--- config.mk ---
export PLATFORM = sky130hd
export DESIGN_NAME = ioc_cell
export DESIGN_NICKNAME = d
export VERILOG_FILES = /design/src/pkg/ioc_pkg.sv /design/src/design/ioc_delay_line.sv /design/src/design/ioc_cell.sv
export VERILOG_INCLUDE_DIRS = /design/src /design/src/pkg
export SDC_FILE = /design/constraint.sdc
export NUM_CORES = 1
export LEC_CHECK = 0
export ABC_AREA = 1
export BUFFER_PORTS_ARGS = -buffer_cell sky130_fd_sc_hd__buf_2
export CELL_PAD_IN_SITES_DETAIL_PLACEMENT = 1
export CELL_PAD_IN_SITES_GLOBAL_PLACEMENT = 2
export CORE_UTILIZATION = 23
export DETAILED_ROUTE_END_ITERATION = 16
export GPL_TIMING_DRIVEN = 1
export PLACE_DENSITY_LB_ADDON = 0.15
export SLEW_MARGIN = 15
export SYNTH_ARGS = -nofsm -noshare
export SYNTH_HDL_FRONTEND = slang
export SYNTH_HIERARCHICAL = 1
export SYNTH_SLANG_ARGS = --single-unit
--- constraint.sdc ---
create_clock -name mclk_i -period 1 [get_ports mclk_i]
set_input_delay 0.1 -clock mclk_i [delete_from_list [all_inputs] [get_ports mclk_i]]
set_output_delay 0.1 -clock mclk_i [all_outputs]
set_load 0.01 [all_outputs]
--- src/pkg/ioc_defs.svh ---
`ifndef IOC_DEFS_SVH
`define IOC_DEFS_SVH

// Register byte offsets on the APB slave.
`define IOC_OFF_CFG     8'h00
`define IOC_OFF_STATUS  8'h04

// Configuration register field positions.
`define IOC_CFG_W         13
`define IOC_CFG_FCL_EN    0
`define IOC_CFG_STG_LATCH 1
`define IOC_CFG_INV_CAP   2
`define IOC_CFG_INV_STG   3
`define IOC_CFG_DLY_LO    4
`define IOC_CFG_DLY_HI    5
`define IOC_CFG_OREG_EN   6
`define IOC_CFG_OUT_INV   7
`define IOC_CFG_TS_INV    8
`define IOC_CFG_INIT_SET  9
`define IOC_CFG_OPEN_DRN  10
`define IOC_CFG_CE_USED   11
`define IOC_CFG_TS_USED   12

// Configuration reset value: everything off, delay automatic, clear on init.
`define IOC_CFG_RST 13'h0000

// Status register field positions.
`define IOC_ST_PAD    0
`define IOC_ST_CAP    1
`define IOC_ST_STAGE  2
`define IOC_ST_OREG   3
`define IOC_ST_HIZ    4

// Timing counts in clock cycles.
`define IOC_SYNC_STAGES 2
`define IOC_MED_TAPS    1
`define IOC_FULL_TAPS   2

`endif

--- src/pkg/ioc_pkg.sv ---
`default_nettype none

package ioc_pkg;

  // Input delay selection; automatic picks medium while the capture latch is used.
  typedef enum logic [1:0] {
    IOC_DLY_AUTO,
    IOC_DLY_NONE,
    IOC_DLY_MED,
    IOC_DLY_FULL
  } ioc_dly_t;

endpackage : ioc_pkg

`default_nettype wire

--- src/design/ioc_delay_line.sv ---
`default_nettype none

module ioc_delay_line import ioc_pkg::*; #(
  parameter int DEPTH = 2
) (
  input  wire logic                       clk_i,
  input  wire logic                       rst_n_i,
  input  wire logic                       d_i,
  input  wire logic [$clog2(DEPTH+1)-1:0] tap_i,
  output logic                            q_o
);

  logic [DEPTH:0] tap_w;

  // Elaboration guard: a chain without flops cannot delay anything.
  if (DEPTH < 1) begin : g_bad_depth
    $error("ioc_delay_line needs at least one tap");
  end

  // Tap zero is the undelayed input.
  assign tap_w[0] = d_i;

  // One flip-flop per tap; taps are chained so each adds one cycle.
  for (genvar k = 1; k <= DEPTH; k++) begin : g_tap
    logic tap_ff;
    always_ff @(posedge clk_i or negedge rst_n_i) begin
      if (!rst_n_i) begin
        tap_ff <= 1'b0;
      end else begin
        tap_ff <= tap_w[k-1];
      end
    end
    assign tap_w[k] = tap_ff;
  end

  // Out-of-range tap numbers fall back to the longest delay.
  assign q_o = (int'(tap_i) > DEPTH) ? tap_w[DEPTH] : tap_w[tap_i];

endmodule // ioc_delay_line

`default_nettype wire

--- src/design/ioc_cell.sv ---
// Added by the designer: the APB register port and the register addresses.
`include "ioc_defs.svh"
`default_nettype none

module ioc_cell import ioc_pkg::*; #(
  parameter logic [`IOC_CFG_W-1:0] P_CFG_RST   = `IOC_CFG_RST,
  parameter int                    P_MED_TAPS  = `IOC_MED_TAPS,
  parameter int                    P_FULL_TAPS = `IOC_FULL_TAPS
) (
  input  wire logic        mclk_i,
  input  wire logic        rst_n_i,
  // APB slave.
  input  wire logic        psel_i,
  input  wire logic        penable_i,
  input  wire logic        pwrite_i,
  input  wire logic [7:0]  paddr_i,
  input  wire logic [31:0] pwdata_i,
  output logic [31:0]      prdata_o,
  output logic             pready_o,
  output logic             pslverr_o,
  // Clock pins of the cell, asynchronous to mclk_i.
  input  wire logic        early_clk_i,
  input  wire logic        lowskew_clk_i,
  // Internal logic side, on mclk_i.
  input  wire logic        out_data_i,
  input  wire logic        out_ce_i,
  input  wire logic        out_ts_i,
  input  wire logic        global_set_reset_i,
  input  wire logic        global_tristate_i,
  input  wire logic        extest_i,
  output logic             in_data_o,
  // Pad.
  input  wire logic        pad_i,
  output logic             pad_o,
  output logic             pad_oe_n_o
);

  localparam int TAPW = $clog2(P_FULL_TAPS + 1);

  // Elaboration guard: the delay chain must serve both tap settings.
  if (P_MED_TAPS < 1 || P_FULL_TAPS < P_MED_TAPS) begin : g_bad_taps
    $error("ioc_cell needs 1 <= P_MED_TAPS <= P_FULL_TAPS");
  end

  logic [`IOC_CFG_W-1:0]          cfg_ff;
  logic [`IOC_CFG_W-1:0]          nxt_cfg;
  logic [`IOC_SYNC_STAGES-1:0]    sync_pad_ff;
  logic [`IOC_SYNC_STAGES-1:0]    sync_early_ff;
  logic [`IOC_SYNC_STAGES-1:0]    sync_lsk_ff;
  logic                           early_prev_ff;
  logic                           stg_prev_ff;
  logic                           cap_ff;
  logic                           stage_ff;
  logic                           oreg_ff;
  logic                           pad_ff;
  logic                           oe_n_ff;
  logic [31:0]                    rdata_ff;
  logic                           ready_ff;
  logic                           err_ff;
  logic                           pad_s;
  logic                           early_s;
  logic                           lsk_s;
  logic                           pad_dly;
  logic [TAPW-1:0]                dly_tap;
  ioc_dly_t                       dly_cfg;
  ioc_dly_t                       dly_eff;
  logic                           fcl_en;
  logic                           stg_latch;
  logic                           cap_clk;
  logic                           stg_clk;
  logic                           stg_rise;
  logic                           oclk_rise;
  logic                           stage_in;
  logic                           ce_eff;
  logic                           ts_eff;
  logic                           out_val;
  logic                           drv_val;
  logic                           od_en;
  logic                           t_raw;
  logic                           t_pol;
  logic                           hiz;
  logic                           nxt_pad;
  logic                           addr_cfg;
  logic                           addr_st;
  logic                           setup;
  logic                           wr_cfg;
  logic [31:0]                    nxt_rdata;
  logic [31:0]                    status_w;

  // Pins from other domains pass two flops; only the last stage is read.
  always_ff @(posedge mclk_i or negedge rst_n_i) begin
    if (!rst_n_i) begin
      sync_pad_ff   <= '0;
      sync_early_ff <= '0;
      sync_lsk_ff   <= '0;
    end else begin
      sync_pad_ff   <= {sync_pad_ff[0], pad_i};
      sync_early_ff <= {sync_early_ff[0], early_clk_i};
      sync_lsk_ff   <= {sync_lsk_ff[0], lowskew_clk_i};
    end
  end
  assign pad_s   = sync_pad_ff[`IOC_SYNC_STAGES-1];
  assign early_s = sync_early_ff[`IOC_SYNC_STAGES-1];
  assign lsk_s   = sync_lsk_ff[`IOC_SYNC_STAGES-1];

  // Configuration field decode.
  assign fcl_en    = cfg_ff[`IOC_CFG_FCL_EN];
  assign stg_latch = cfg_ff[`IOC_CFG_STG_LATCH];
  assign dly_cfg   = ioc_dly_t'(cfg_ff[`IOC_CFG_DLY_HI:`IOC_CFG_DLY_LO]);
  assign od_en     = cfg_ff[`IOC_CFG_OPEN_DRN];

  assign dly_eff = (dly_cfg == IOC_DLY_AUTO) ? (fcl_en ? IOC_DLY_MED : IOC_DLY_NONE) : dly_cfg;
  assign dly_tap = (dly_eff == IOC_DLY_MED)  ? TAPW'(P_MED_TAPS) :
                   (dly_eff == IOC_DLY_FULL) ? TAPW'(P_FULL_TAPS) : '0;

  ioc_delay_line #(
    .DEPTH (P_FULL_TAPS)
  ) u_delay (
    .clk_i   (mclk_i),
    .rst_n_i (rst_n_i),
    .d_i     (pad_s),
    .tap_i   (dly_tap),
    .q_o     (pad_dly)
  );

  assign cap_clk  = early_s ^ cfg_ff[`IOC_CFG_INV_CAP];
  assign stg_clk  = lsk_s ^ cfg_ff[`IOC_CFG_INV_STG];
  assign stg_rise = stg_clk & ~stg_prev_ff;
  assign oclk_rise = early_s & ~early_prev_ff;
  // Without the capture latch the stage sees the delayed pad directly.
  assign stage_in = fcl_en ? cap_ff : pad_dly;

  // Edge detection history for the sampled cell clocks.
  always_ff @(posedge mclk_i or negedge rst_n_i) begin
    if (!rst_n_i) begin
      early_prev_ff <= 1'b0;
      stg_prev_ff   <= 1'b0;
    end else begin
      early_prev_ff <= early_s;
      stg_prev_ff   <= stg_clk;
    end
  end

  always_ff @(posedge mclk_i or negedge rst_n_i) begin
    if (!rst_n_i) begin
      cap_ff <= 1'b0;
    end else if (!cap_clk) begin
      cap_ff <= pad_dly;
    end
  end

  always_ff @(posedge mclk_i or negedge rst_n_i) begin
    if (!rst_n_i) begin
      stage_ff <= 1'b0;
    end else if (stg_latch ? stg_clk : stg_rise) begin
      stage_ff <= stage_in;
    end
  end
  assign in_data_o = stage_ff;

  assign ce_eff = cfg_ff[`IOC_CFG_CE_USED] ? out_ce_i : 1'b1;
  assign ts_eff = cfg_ff[`IOC_CFG_TS_USED] ? out_ts_i : 1'b0;
  assign out_val = out_data_i ^ cfg_ff[`IOC_CFG_OUT_INV];

  always_ff @(posedge mclk_i or negedge rst_n_i) begin
    if (!rst_n_i) begin
      oreg_ff <= P_CFG_RST[`IOC_CFG_INIT_SET];
    end else if (global_set_reset_i) begin
      oreg_ff <= cfg_ff[`IOC_CFG_INIT_SET];
    end else if (oclk_rise && ce_eff) begin
      oreg_ff <= out_val;
    end
  end

  assign drv_val = cfg_ff[`IOC_CFG_OREG_EN] ? oreg_ff : out_val;
  // open drain uses data as tristate
  assign t_raw   = od_en ? drv_val : ts_eff;
  assign nxt_pad = od_en ? 1'b0 : drv_val;
  assign t_pol   = t_raw ^ cfg_ff[`IOC_CFG_TS_INV];
  assign hiz     = t_pol | (global_tristate_i & ~extest_i);

  // Pad drivers are registered so the pin never sees decode glitches.
  always_ff @(posedge mclk_i or negedge rst_n_i) begin
    if (!rst_n_i) begin
      pad_ff  <= 1'b0;
      oe_n_ff <= 1'b1;
    end else begin
      pad_ff  <= nxt_pad;
      oe_n_ff <= hiz;
    end
  end
  assign pad_o      = pad_ff;
  assign pad_oe_n_o = oe_n_ff;

  // APB decode; the answer comes in the first access cycle.
  assign addr_cfg  = (paddr_i == `IOC_OFF_CFG);
  assign addr_st   = (paddr_i == `IOC_OFF_STATUS);
  assign setup     = psel_i & ~penable_i;
  assign wr_cfg    = psel_i & penable_i & ready_ff & pwrite_i & addr_cfg;
  assign status_w  = 32'({hiz, oreg_ff, stage_ff, cap_ff, pad_s});
  assign nxt_rdata = addr_cfg ? 32'(cfg_ff) : (addr_st ? status_w : 32'h0000_0000);
  // options change only by a configuration write
  assign nxt_cfg   = wr_cfg ? pwdata_i[`IOC_CFG_W-1:0] : cfg_ff;

  // Configuration register; reset value comes from the cell parameters.
  always_ff @(posedge mclk_i or negedge rst_n_i) begin
    if (!rst_n_i) begin
      cfg_ff <= P_CFG_RST;
    end else begin
      cfg_ff <= nxt_cfg;
    end
  end

  // Bus answer flops; status reads show the sampled state at setup.
  always_ff @(posedge mclk_i or negedge rst_n_i) begin
    if (!rst_n_i) begin
      ready_ff <= 1'b0;
      err_ff   <= 1'b0;
      rdata_ff <= '0;
    end else begin
      ready_ff <= setup;
      err_ff   <= setup & ~addr_cfg & ~(addr_st & ~pwrite_i);
      rdata_ff <= setup ? nxt_rdata : 32'h0000_0000;
    end
  end
  assign pready_o  = ready_ff;
  assign pslverr_o = err_ff;
  assign prdata_o  = rdata_ff;
endmodule // ioc_cell

`default_nettype wire

==> flow_metrics.tcl, run 1 <==
set metrics [dict create \
    antenna_found_initial 0 \
    grt_first_pass_wirelength_um 7272 \
    detailedRoute.firstPassIterationCount 4 \
    vias_in_the_first_global_route 1537 \
    root_buffer "clkbuf_8" \
    worstHoldPathType "primary input to flip-flop" \
    dpl.cell_count 366 \
    drtAntennaViolNets 0 \
    fp-row-count 32 \
    final_core_util_pct 36.16 \
    place_hpwl_um 3199 \
    netlist_top_cells_area "dfrtp_1, buf_4, inv_1, nand2_1, a21oi_1" \
    floorplan.initialDensity_pct 23.87 \
    wire_per_inst_um 11.62 \
    chip_height_um 91.55 \
    floorplan.die_area_sq_um 8380 \
    port-buffer-count 52 \
    critical_path_peak_fanout 5 \
    tritoncts "built" \
    insertedDiodeCount 0 \
    failed_checks "negative setup slack" \
    critical_path.reg2reg.startpoint "pready_o" \
    worstPathArrival_ns 1.36 \
    met1Wirelength_um 1928 \
    crit_chain "nand3_2 > nor2_4 > nand2_4 > mux2_4" \
    intPower_mw 2.751 \
    setup_repair_after_global_routing_missed_its_margin "true" \
    die-width_um 91.55 \
    syn-instance-count 187 \
    synth-seq-area-share_pct 58.41 \
    cts-buffers-inserted 5 \
    num_vias 1477 \
    ir_drop_uv 472.1 \
    worstPathBufferInverterCount 0 \
    globalRouteOverflowTotal 0 \
    routed_wl_um 4474 \
    final-instance-count-excl-fill 385 \
    final_common_cell "buf_2" \
    largest_net_degree_at_the_start_of_global_routing 44 \
    gpl.final_weighted_congestion 0.7088 \
    drt_drc_violations_left 0 \
    topRoutingLayerUsed "met4" \
    timing.final.crit_share_pct 117.7 \
    grtUsageTotal_pct 11.38 \
    power.static_leakage_nw 1.518 \
    ys_ff_latch 43 \
    worstSetupPathType "flip-flop to flip-flop" \
    layout_overhead_on_the_synthesized_area_pct 51.49 \
    finish_stage_setup_viols 18 \
    synth_top_cell_area_share_pct 56.99 \
    power_switching_share_pct 23.29 \
    via_per_inst 3.836 \
    whs_endpoint "cfg_ff[1]" \
    final_period_minus_worst_setup_slack_ns 1.177 \
    clock-skew-final_ns 0.005942 \
    pwr-share-clk_pct 39.9 \
    clk_pin_slew_ns 0.09 \
    fin_hold_ws_ns 0.03387 \
    hold-path-cell-count 2 \
    post-layout-total-power_mw 3.586 \
    timing.critical_path.required_ns 1.19 \
    power.net_switching_uw 835.3 \
    worstSetupEndpointType "flip-flop" \
    crit_path_top_delay_cell "dfrtp_1" \
    nFillCells 907 \
    run_status "finished, violations left" \
    final_hold_viol_count 0 \
    route.met2.wl_um 2245 \
    regToRegEndpoint "cfg_ff[3]" \
    achievable-frequency_ghz 0.8495 \
    critical_path_max_stage_delay_ns 0.37 \
    clockBufferDepth 2 \
    maxSlewViolCount 0 \
    pin_count 91 \
    layout.cells.most_common_list "buf_2, dfrtp_1, buf_4" \
    power_frac_seq_pct 50.4 \
    syn-mean-instance-area_sq_um 9.862 \
    timing.setup.tns_ns -2.072 \
    reg2reg_setup_slack_ns -0.18 \
    setup.worst_path.start_class "flip-flop" \
    hp-start "pwdata_i[1]" \
    rr_worst_depth 4 \
    placeableCoreArea_sq_um 7727 \
    yosysTopAreaCell "dfrtp_1" \
    clock-sinks 43 \
    max_cap_viol_count 0 \
    route.met3.wl_um 287 \
    post_synth_instance_area_sq_um 1844 \
    drive_above_1_share_pct 51.59 \
    worst_skew_pair.late_latency_ns 0.30 \
    cts-htree-levels 2 \
    timing.final.ws_setup_ns -0.1771 \
    power.combinational.fraction_pct 9.6 \
    drt_iter0_drc 23 \
    final_net_count 336 \
    power_density_nw_per_um2 1284 \
    worst_path_dominant_cell_family "simple AND/OR/NAND/NOR gates" \
    post_synth_num_cell_types 26 \
    yosysWarnings 6 \
]
sequential cells by signal (all words and copies together), names as in the netlist:
register              flops
cap_ff                    1
sync_pad_ff               2
pad_oe_n_o                1
u_delay/g_tap.tap_ff      2
sync_lsk_ff               2
sync_early_ff             2
pslverr_o                 1
cfg_ff                   13
oreg_ff                   1
pad_o                     1
prdata_o                 13
pready_o                  1
in_data_o                 1
early_prev_ff             1
stg_prev_ff               1
worst max path at each step:
stage	slack (ns)	startpoint	to	depth (start not counted)
final	-0.18	pready_o	cfg_ff[3]	4
after global routing	-0.25	cfg_ff[5]	in_data_o	8
after CTS	-0.16	cfg_ff[0]	cap_ff	6
after detailed placement	-0.28	paddr_i[0]	cfg_ff[6]	10
after global placement	-0.24	paddr_i[7]	cfg_ff[4]	8
after floorplan	-0.18	pready_o	cfg_ff[1]	5
power groups by stage:
stage,Sequential [mW],Combinational [mW],Clock [mW]
5_1_grt,1.82,0.390,1.54
3_3_place_gp,1.84,0.301,0
3_5_place_dp,1.84,0.301,0
2_1_floorplan,1.85,0.163,0
6_report,1.81,0.346,1.43
4_1_cts,1.81,0.331,1.49
area by class of cell:
type / instances / area [sq um] / share of cell area, %
flip-flops and latches: 43 / 1077 / 38.56
multi-input cells: 113 / 752.0 / 26.91
repair buffers: 92 / 616.8 / 22.08
well taps: 102 / 127.6 / 4.568
inverters: 27 / 102.6 / 3.672
clock buffers: 6 / 82.58 / 2.956
clock inverters: 2 / 35.03 / 1.254
cells in the mapped netlist:
library cell / count
a211oi_1: 1
a21oi_1: 15
buf_2: 1
buf_4: 19
buf_6: 1
clkbuf_1: 2
clkinv_2: 1
conb_1: 1
dfrtp_1: 42
dfstp_2: 1
inv_1: 26
mux2_2: 2
mux2_4: 4
mux2i_1: 1
nand2_1: 26
nand2_2: 1
nand3_1: 14
nor2_1: 13
nor2_2: 1
nor3_1: 7
o211ai_1: 1
o21ai_0: 3
o221ai_1: 1
or2_2: 1
xnor2_1: 1
xor2_1: 1
through the flow:
step / cell area [sq um] / worst slack, ns
detailed placement: 2386 / -0.2850
global placement: 2386 / -0.2409
finish: 2794 / -0.1771
floorplan: 1927 / -0.1791
CTS: 2654 / -0.1573
global route: 2794 / -0.2527
timing repair:
item / 4_1_cts / 5_1_grt
endpoints found under the hold margin: 45 / 0
pin swaps: 8 / 10
resized for setup: 18 / 33
setup endpoints to repair: 18 / 22
buffers inserted: 4 / 2
hold buffers: 4 / 0
gates cloned: 1 / 0
cells by family after synthesis:
logic type,after synthesis,share of synthesized area (%)
AOI/OAI and AO/OA,21,6.174
xor gates and xnor gates,2,0.9500
buffers and inverters,50,14.59
DFF,43,58.41
muxes,7,5.020
other,1,0.2033
and+or+nand+nor,63,14.65
layer usage:
| metal | vias up | global-route usage, % |
|---|---|---|
| met3 | 2 | 3.434 |
| met2 | 47 | 18.86 |
| met5 | - | 0 |
| li1 | 737 | - |
| met1 | 691 | 13.79 |
| met4 | 0 | 4.365 |
Note: power is estimated with default switching activity, not from simulation.
==> inputs of run 2 (changes only) <==
--- a/config.mk
+++ b/config.mk
@@ -14,6 +14,7 @@
 export DETAILED_ROUTE_END_ITERATION = 16
 export GPL_TIMING_DRIVEN = 1
 export PLACE_DENSITY_LB_ADDON = 0.15
+export SKIP_LAST_GASP = 1
 export SLEW_MARGIN = 15
 export SYNTH_ARGS = -nofsm -noshare
 export SYNTH_HDL_FRONTEND = slang
==> run 2 against run 1 <==
Effect of this change:
- the flow still finishes with violations (negative setup slack)
- global-route usage unchanged
- clock skew about the same
- via count about the same
- wire length down 0.25%
- total power about the same
- clock power about the same
- sequential share of layout area unchanged
- critical path depth unchanged
- maximum frequency about the same
- die area unchanged
==> flow_metrics.tcl, run 2 (synthesis gave the netlist of run 1 again) <==
set metrics [dict create \
    run_status "finished, violations left" \
    failed_checks "negative setup slack" \
    die-width_um 91.55 \
    place_area_sq_um 2386 \
    worstSetupPathType "flip-flop to flip-flop" \
    grtUsageTotal_pct 11.38 \
    max_cap_viol_count 0 \
    timing.critical_path.required_ns 1.19 \
    drtAntennaViolNets 0 \
    place_hpwl_um 3199 \
    fp-row-count 32 \
    pre_cts_ws_ns -0.2850 \
    final_common_cell "buf_2" \
    crit_chain "nand3_2 > nor2_4 > nand2_4 > mux2_4" \
    grt_first_pass_wirelength_um 7272 \
    achievable-frequency_ghz 0.8494 \
    num_vias 1478 \
    timing.final.ws_setup_ns -0.1773 \
    critical_path_peak_fanout 5 \
    crit_path_top_delay_cell "dfrtp_1" \
    worst_skew_pair.late_latency_ns 0.30 \
    clk_pin_slew_ns 0.09 \
    timing.final.crit_share_pct 117.7 \
    insertedDiodeCount 0 \
    antenna_found_initial 0 \
    drive_above_1_share_pct 51.59 \
    floorplan.die_area_sq_um 8380 \
    postLayoutCellArea_sq_um 2794 \
    placeableCoreArea_sq_um 7727 \
    detailedRoute.firstPassIterationCount 4 \
    worstSetupEndpointType "flip-flop" \
    clock-sinks 43 \
    maxSlewViolCount 0 \
    via_per_inst 3.839 \
    layout_overhead_on_the_synthesized_area_pct 51.49 \
    setup.worst_path.start_class "flip-flop" \
    clock-skew-final_ns 0.006113 \
    power.static_leakage_nw 1.518 \
    final_period_minus_worst_setup_slack_ns 1.177 \
    pin_count 91 \
    gpl.final_weighted_congestion 0.7088 \
    worstPathBufferInverterCount 0 \
    wire_per_inst_um 11.59 \
    vias_in_the_first_global_route 1537 \
    post-layout-total-power_mw 3.585 \
    largest_net_degree_at_the_start_of_global_routing 44 \
    ir_drop_uv 472.1 \
    critical_path_max_stage_delay_ns 0.37 \
    worstHoldPathType "primary input to flip-flop" \
    clockBufferDepth 2 \
    layout.cells.most_common_list "buf_2, dfrtp_1, buf_4" \
    final_net_count 336 \
    final_hold_viol_count 0 \
    root_buffer "clkbuf_8" \
    cts-htree-levels 2 \
    setup_repair_after_global_routing_missed_its_margin "true" \
    worstPathArrival_ns 1.36 \
    cts-buffers-inserted 5 \
    tritoncts "built" \
    drt_drc_violations_left 0 \
    globalRouteOverflowTotal 0 \
    port-buffer-count 52 \
    power_density_nw_per_um2 1283 \
    worst_path_dominant_cell_family "simple AND/OR/NAND/NOR gates" \
    finish_stage_setup_viols 18 \
    chip_height_um 91.55 \
    drt_iter0_drc 22 \
    floorplan.initialDensity_pct 23.87 \
    routed_wl_um 4463 \
]
run 2: cell counts in the layout (fill, tap and decap cells not counted):
Identical to the previous run, type by type.
run 2: layout make-up:
class                      instances  area [sq um]
clock buffer                       6         82.58
clock inverter                     2         35.03
fill                             904          4933
inverter                          27         102.6
multi-input combinational        113         752.0
sequential                        43          1077
tap                              102         127.6
timing repair buffer              92         616.8
run 2: metal layers:
layer  global-route usage [%]  part of all wire, %
met5                        0                    0
met4                    4.365                 0.29
met2                    18.86                   50
met3                    3.434                  6.4
met1                    13.79                   43
run 2: timing repair:
action                                  CTS  global route
pin swaps                                 8            10
gates cloned                              1             0
gates resized for setup                  17            34
endpoints found under the hold margin    45             0
hold buffers                              4             0
buffers inserted                          4             2
endpoints found under the setup margin   18            22
run 2: final timing paths:
| check | startpoint | endpoint | slack, ns | cells after the start |
|---|---|---|---|---|
| worst min-delay path | pwdata_i[1] | cfg_ff[1] | 0.03 | 2 |
| max in group asynchronous | rst_n_i | pad_oe_n_o | 0.45 | 3 |
| worst max register to register | pready_o | cfg_ff[3] | -0.18 | 4 |
| worst max-delay path | pready_o | cfg_ff[3] | -0.18 | 4 |
| min in group asynchronous | rst_n_i | prdata_o[8] | 0.30 | 3 |
| worst min register to register | sync_pad_ff[0] | sync_pad_ff[1] | 0.35 | 0 |
run 2: per-stage QoR:
step / hold slack (ns) / TNS [ns] / util (%) / instances
final: 0.03399 / -2.072 / 36.16 / 385
after global routing: 0.01980 / -3.285 / 36.16 / 385
after floorplan: -0.1956 / -0.9943 / - / 205
after CTS: 0.01898 / -2.226 / 34.31 / 383
after global placement: 0.09814 / -3.621 / 30.88 / 366
after detailed placement: 0.1030 / -4.054 / 30.88 / 366
run 2: power by group:
part           switching (mW)  internal, mW
Combinational           0.188         0.157
Sequential             0.0240          1.78
Clock                   0.622         0.809
==> inputs of run 3 (changes only) <==
--- a/config.mk
+++ b/config.mk
@@ -6,11 +6,11 @@
 export SDC_FILE = /design/constraint.sdc
 export NUM_CORES = 1
 export LEC_CHECK = 0
-export ABC_AREA = 1
+export ABC_AREA = 0
 export BUFFER_PORTS_ARGS = -buffer_cell sky130_fd_sc_hd__buf_2
 export CELL_PAD_IN_SITES_DETAIL_PLACEMENT = 1
 export CELL_PAD_IN_SITES_GLOBAL_PLACEMENT = 2
-export CORE_UTILIZATION = 23
+export CORE_UTILIZATION = 28
 export DETAILED_ROUTE_END_ITERATION = 16
 export GPL_TIMING_DRIVEN = 1
 export PLACE_DENSITY_LB_ADDON = 0.15
==> constraint.sdc (replaced) <==
create_clock -name mclk_i -period 1.2 [get_ports mclk_i]
set_input_delay 0.12 -clock mclk_i [delete_from_list [all_inputs] [get_ports mclk_i]]
set_output_delay 0.12 -clock mclk_i [all_outputs]
set_load 0.01 [all_outputs]
==> run 3 against run 2 <==
Effect of this change:
- the flow still finishes with violations (negative setup slack)
- register-to-register slack improved by 0.05 ns
- clock power is 35% lower
- sequential share of layout area is 4.3 points higher
- global-route usage is 1.7 points higher
- non-clock buffer count down 12
- hold slack lost 0.0040 ns
- largest power group unchanged
- sequential power down 17%
==> flow_metrics.tcl, run 3 <==
set metrics [dict create \
    placeableCoreArea_sq_um 6350 \
    failed_checks "negative setup slack" \
    post-layout-total-power_mw 2.675 \
    power_frac_seq_pct 56.3 \
    power.static_leakage_nw 1.285 \
    vias_in_the_first_global_route 1412 \
    die-width_um 83.13 \
    worst_skew_pair.late_latency_ns 0.29 \
    yosysTopAreaCell "dfrtp_1" \
    layout_overhead_on_the_synthesized_area_pct 36.46 \
    power.combinational.fraction_pct 8.8 \
    insertedDiodeCount 0 \
    place_hpwl_um 3043 \
    power.net_switching_uw 629.1 \
    critical_path_peak_fanout 3 \
    floorplan.initialDensity_pct 29.02 \
    yosysWarnings 6 \
    pin_count 91 \
    yosysMostFrequentCell "dfrtp_1" \
    hold-path-cell-count 2 \
    synth_ff_type "dfrtp_1" \
    ys_ff_latch 43 \
    largest_net_degree_at_the_start_of_global_routing 33 \
    final-instance-count-excl-fill 299 \
    clock-sinks 43 \
    clk_pin_slew_ns 0.08 \
    setup_repair_after_global_routing_missed_its_margin "true" \
    wire_per_inst_um 13.94 \
    final_hold_viol_count 0 \
    clock-skew-final_ns 0.002516 \
    worstPathArrival_ns 1.52 \
    intPower_mw 2.046 \
    synth_edf_count 0 \
    port-buffer-count 52 \
    achievable-frequency_ghz 0.7451 \
    timing.final.ws_setup_ns -0.1421 \
    async_flop_share_pct 100.0 \
    syn-mean-instance-area_sq_um 13.45 \
    hp-start "global_set_reset_i" \
    cts-buffers-inserted 5 \
    regToRegEndpoint "cfg_ff[10]" \
    drt_iter0_drc 28 \
    clockBufferDepth 2 \
    chip_height_um 83.13 \
    worstSetupEndpointType "flip-flop" \
    dpl.cell_count 283 \
    netlist_top_cells_area "dfrtp_1, mux2_4, buf_4, and2_1, mux2_2" \
    timing.final.crit_share_pct 111.8 \
    postLayoutCellArea_sq_um 2515 \
    routed_wl_um 4168 \
    final_period_minus_worst_setup_slack_ns 1.342 \
    synth_top_cell_area_share_pct 57.03 \
    num_vias 1307 \
    via_per_inst 4.371 \
    finish_stage_setup_viols 20 \
    worstHoldPathType "primary input to flip-flop" \
    final_core_util_pct 39.61 \
    final_net_count 276 \
    globalRouteOverflowTotal 0 \
    post_synth_num_cell_types 33 \
    timing.critical_path.required_ns 1.38 \
    layout.cells.most_common_list "buf_2, dfrtp_1, conb_1, buf_4, mux2_4" \
    max_cap_viol_count 0 \
    fp-row-count 29 \
    run_status "finished, violations left" \
    detailedRoute.firstPassIterationCount 4 \
    drt_drc_violations_left 0 \
    maxSlewViolCount 0 \
    final_common_cell "buf_2" \
    synthTopCellsByCount "dfrtp_1, buf_4, mux2_4" \
    synth-seq-area-share_pct 58.45 \
    floorplan.die_area_sq_um 6911 \
    root_buffer "clkbuf_8" \
    rr_worst_depth 4 \
    gpl.final_weighted_congestion 0.7409 \
    syn-instance-count 137 \
    worstSetupPathType "primary input to flip-flop" \
    grt_first_pass_wirelength_um 7051 \
    grtUsageTotal_pct 13.09 \
    antenna_found_initial 0 \
    whs_endpoint "oreg_ff" \
    ir_drop_uv 450.7 \
    place_area_sq_um 2281 \
    setup.worst_path.start_class "primary input" \
    tritoncts "built" \
    critical_path.reg2reg.startpoint "pready_o" \
    cts-htree-levels 2 \
    drtAntennaViolNets 0 \
    post_synth_instance_area_sq_um 1843 \
    power_switching_share_pct 23.52 \
    reg2reg_setup_slack_ns -0.13 \
    power_density_nw_per_um2 1064 \
    pwr-share-clk_pct 34.9 \
    drive_above_1_share_pct 51.35 \
]
run 3: cell types whose count changed after synthesis, sizes merged, moves of 3 or more:
cell / before / now
mux2i: 1 / 4
nor3: 7 / 2
nand3: 14 / 0
and2: 0 / 9
a22oi: 0 / 4
mux2: 6 / 14
a21oi: 15 / 1
nand2: 27 / 4
nor2: 14 / 9
nand2b: 0 / 3
inv: 26 / 3
run 3: worst max path at each step:
stage | cells past startpoint | endpoint | start
after global placement | 5 | cfg_ff[2] | paddr_i[1]
after detailed placement | 5 | cfg_ff[0] | paddr_i[1]
after CTS | 4 | cfg_ff[2] | pready_o
final | 5 | cfg_ff[10] | paddr_i[1]
after global routing | 4 | cfg_ff[2] | pready_o
after floorplan | 4 | cfg_ff[0] | paddr_i[5]
run 3: worst max-delay path, stage by stage:
cell    delay, ns
buf_2        0.10
or4_4        0.55
nor3_4       0.25
buf_4        0.17
mux2_2       0.32
run 3: per-layer routing:
layer  global-route usage, %  wire (um)  vias up
li1                        -          -      596
met2                   22.43       2190       54
met3                   3.380        215       11
met5                       0          0        -
met1                   15.81       1683      646
met4                   4.859         79        0
run 3: area by class of cell:
type,count,area (sq um)
fill,715,3835
clock inverter,1,5.005
inverter,3,11.26
multi-input combinational,89,718.2
sequential,43,1079
timing repair buffer,80,523.0
tap,77,96.34
clock buffer,6,82.58
run 3: timing repair:
action,4_1_cts,5_1_grt
gates resized for setup,8,8
endpoints found under the setup margin,23,29
pin swaps,11,13
hold buffers,4,0
hold endpoints to repair,14,0
buffers inserted,4,1
run 3: power by group through the flow:
stage | clock network [mW] | registers, mW | logic (mW)
finish | 0.933 | 1.51 | 0.236
global route | 1.04 | 1.51 | 0.262
CTS | 0.977 | 1.51 | 0.240
detailed placement | 0 | 1.53 | 0.219
global placement | 0 | 1.53 | 0.214
floorplan | 0 | 1.53 | 0.118
run 3: cells by family (layout without fill, tap and decap cells):
family                 count (synthesis)  in the layout  synth area share (%)
AO/OA/AOI/OAI                         13             13                 5.159
XOR/XNOR                               4              4                 1.901
buffers and inverters                 23             90                 8.961
flip-flops                            43             43                 58.45
multiplexers                          18             18                 12.76
other                                  1             19                0.2035
AND/OR/NAND/NOR                       35             35                 12.56
run 3: per-stage QoR:
stage,worst slack (ns),hold WS (ns),setup TNS (ns)
3_5_place_dp,-0.4566,0.02755,-10.46
6_report,-0.1421,0.02998,-2.023
4_1_cts,-0.1592,0.02209,-2.214
5_1_grt,-0.1939,0.02150,-3.125
3_3_place_gp,-0.4544,0.01954,-10.07
2_1_floorplan,-0.3616,-0.1756,-4.889
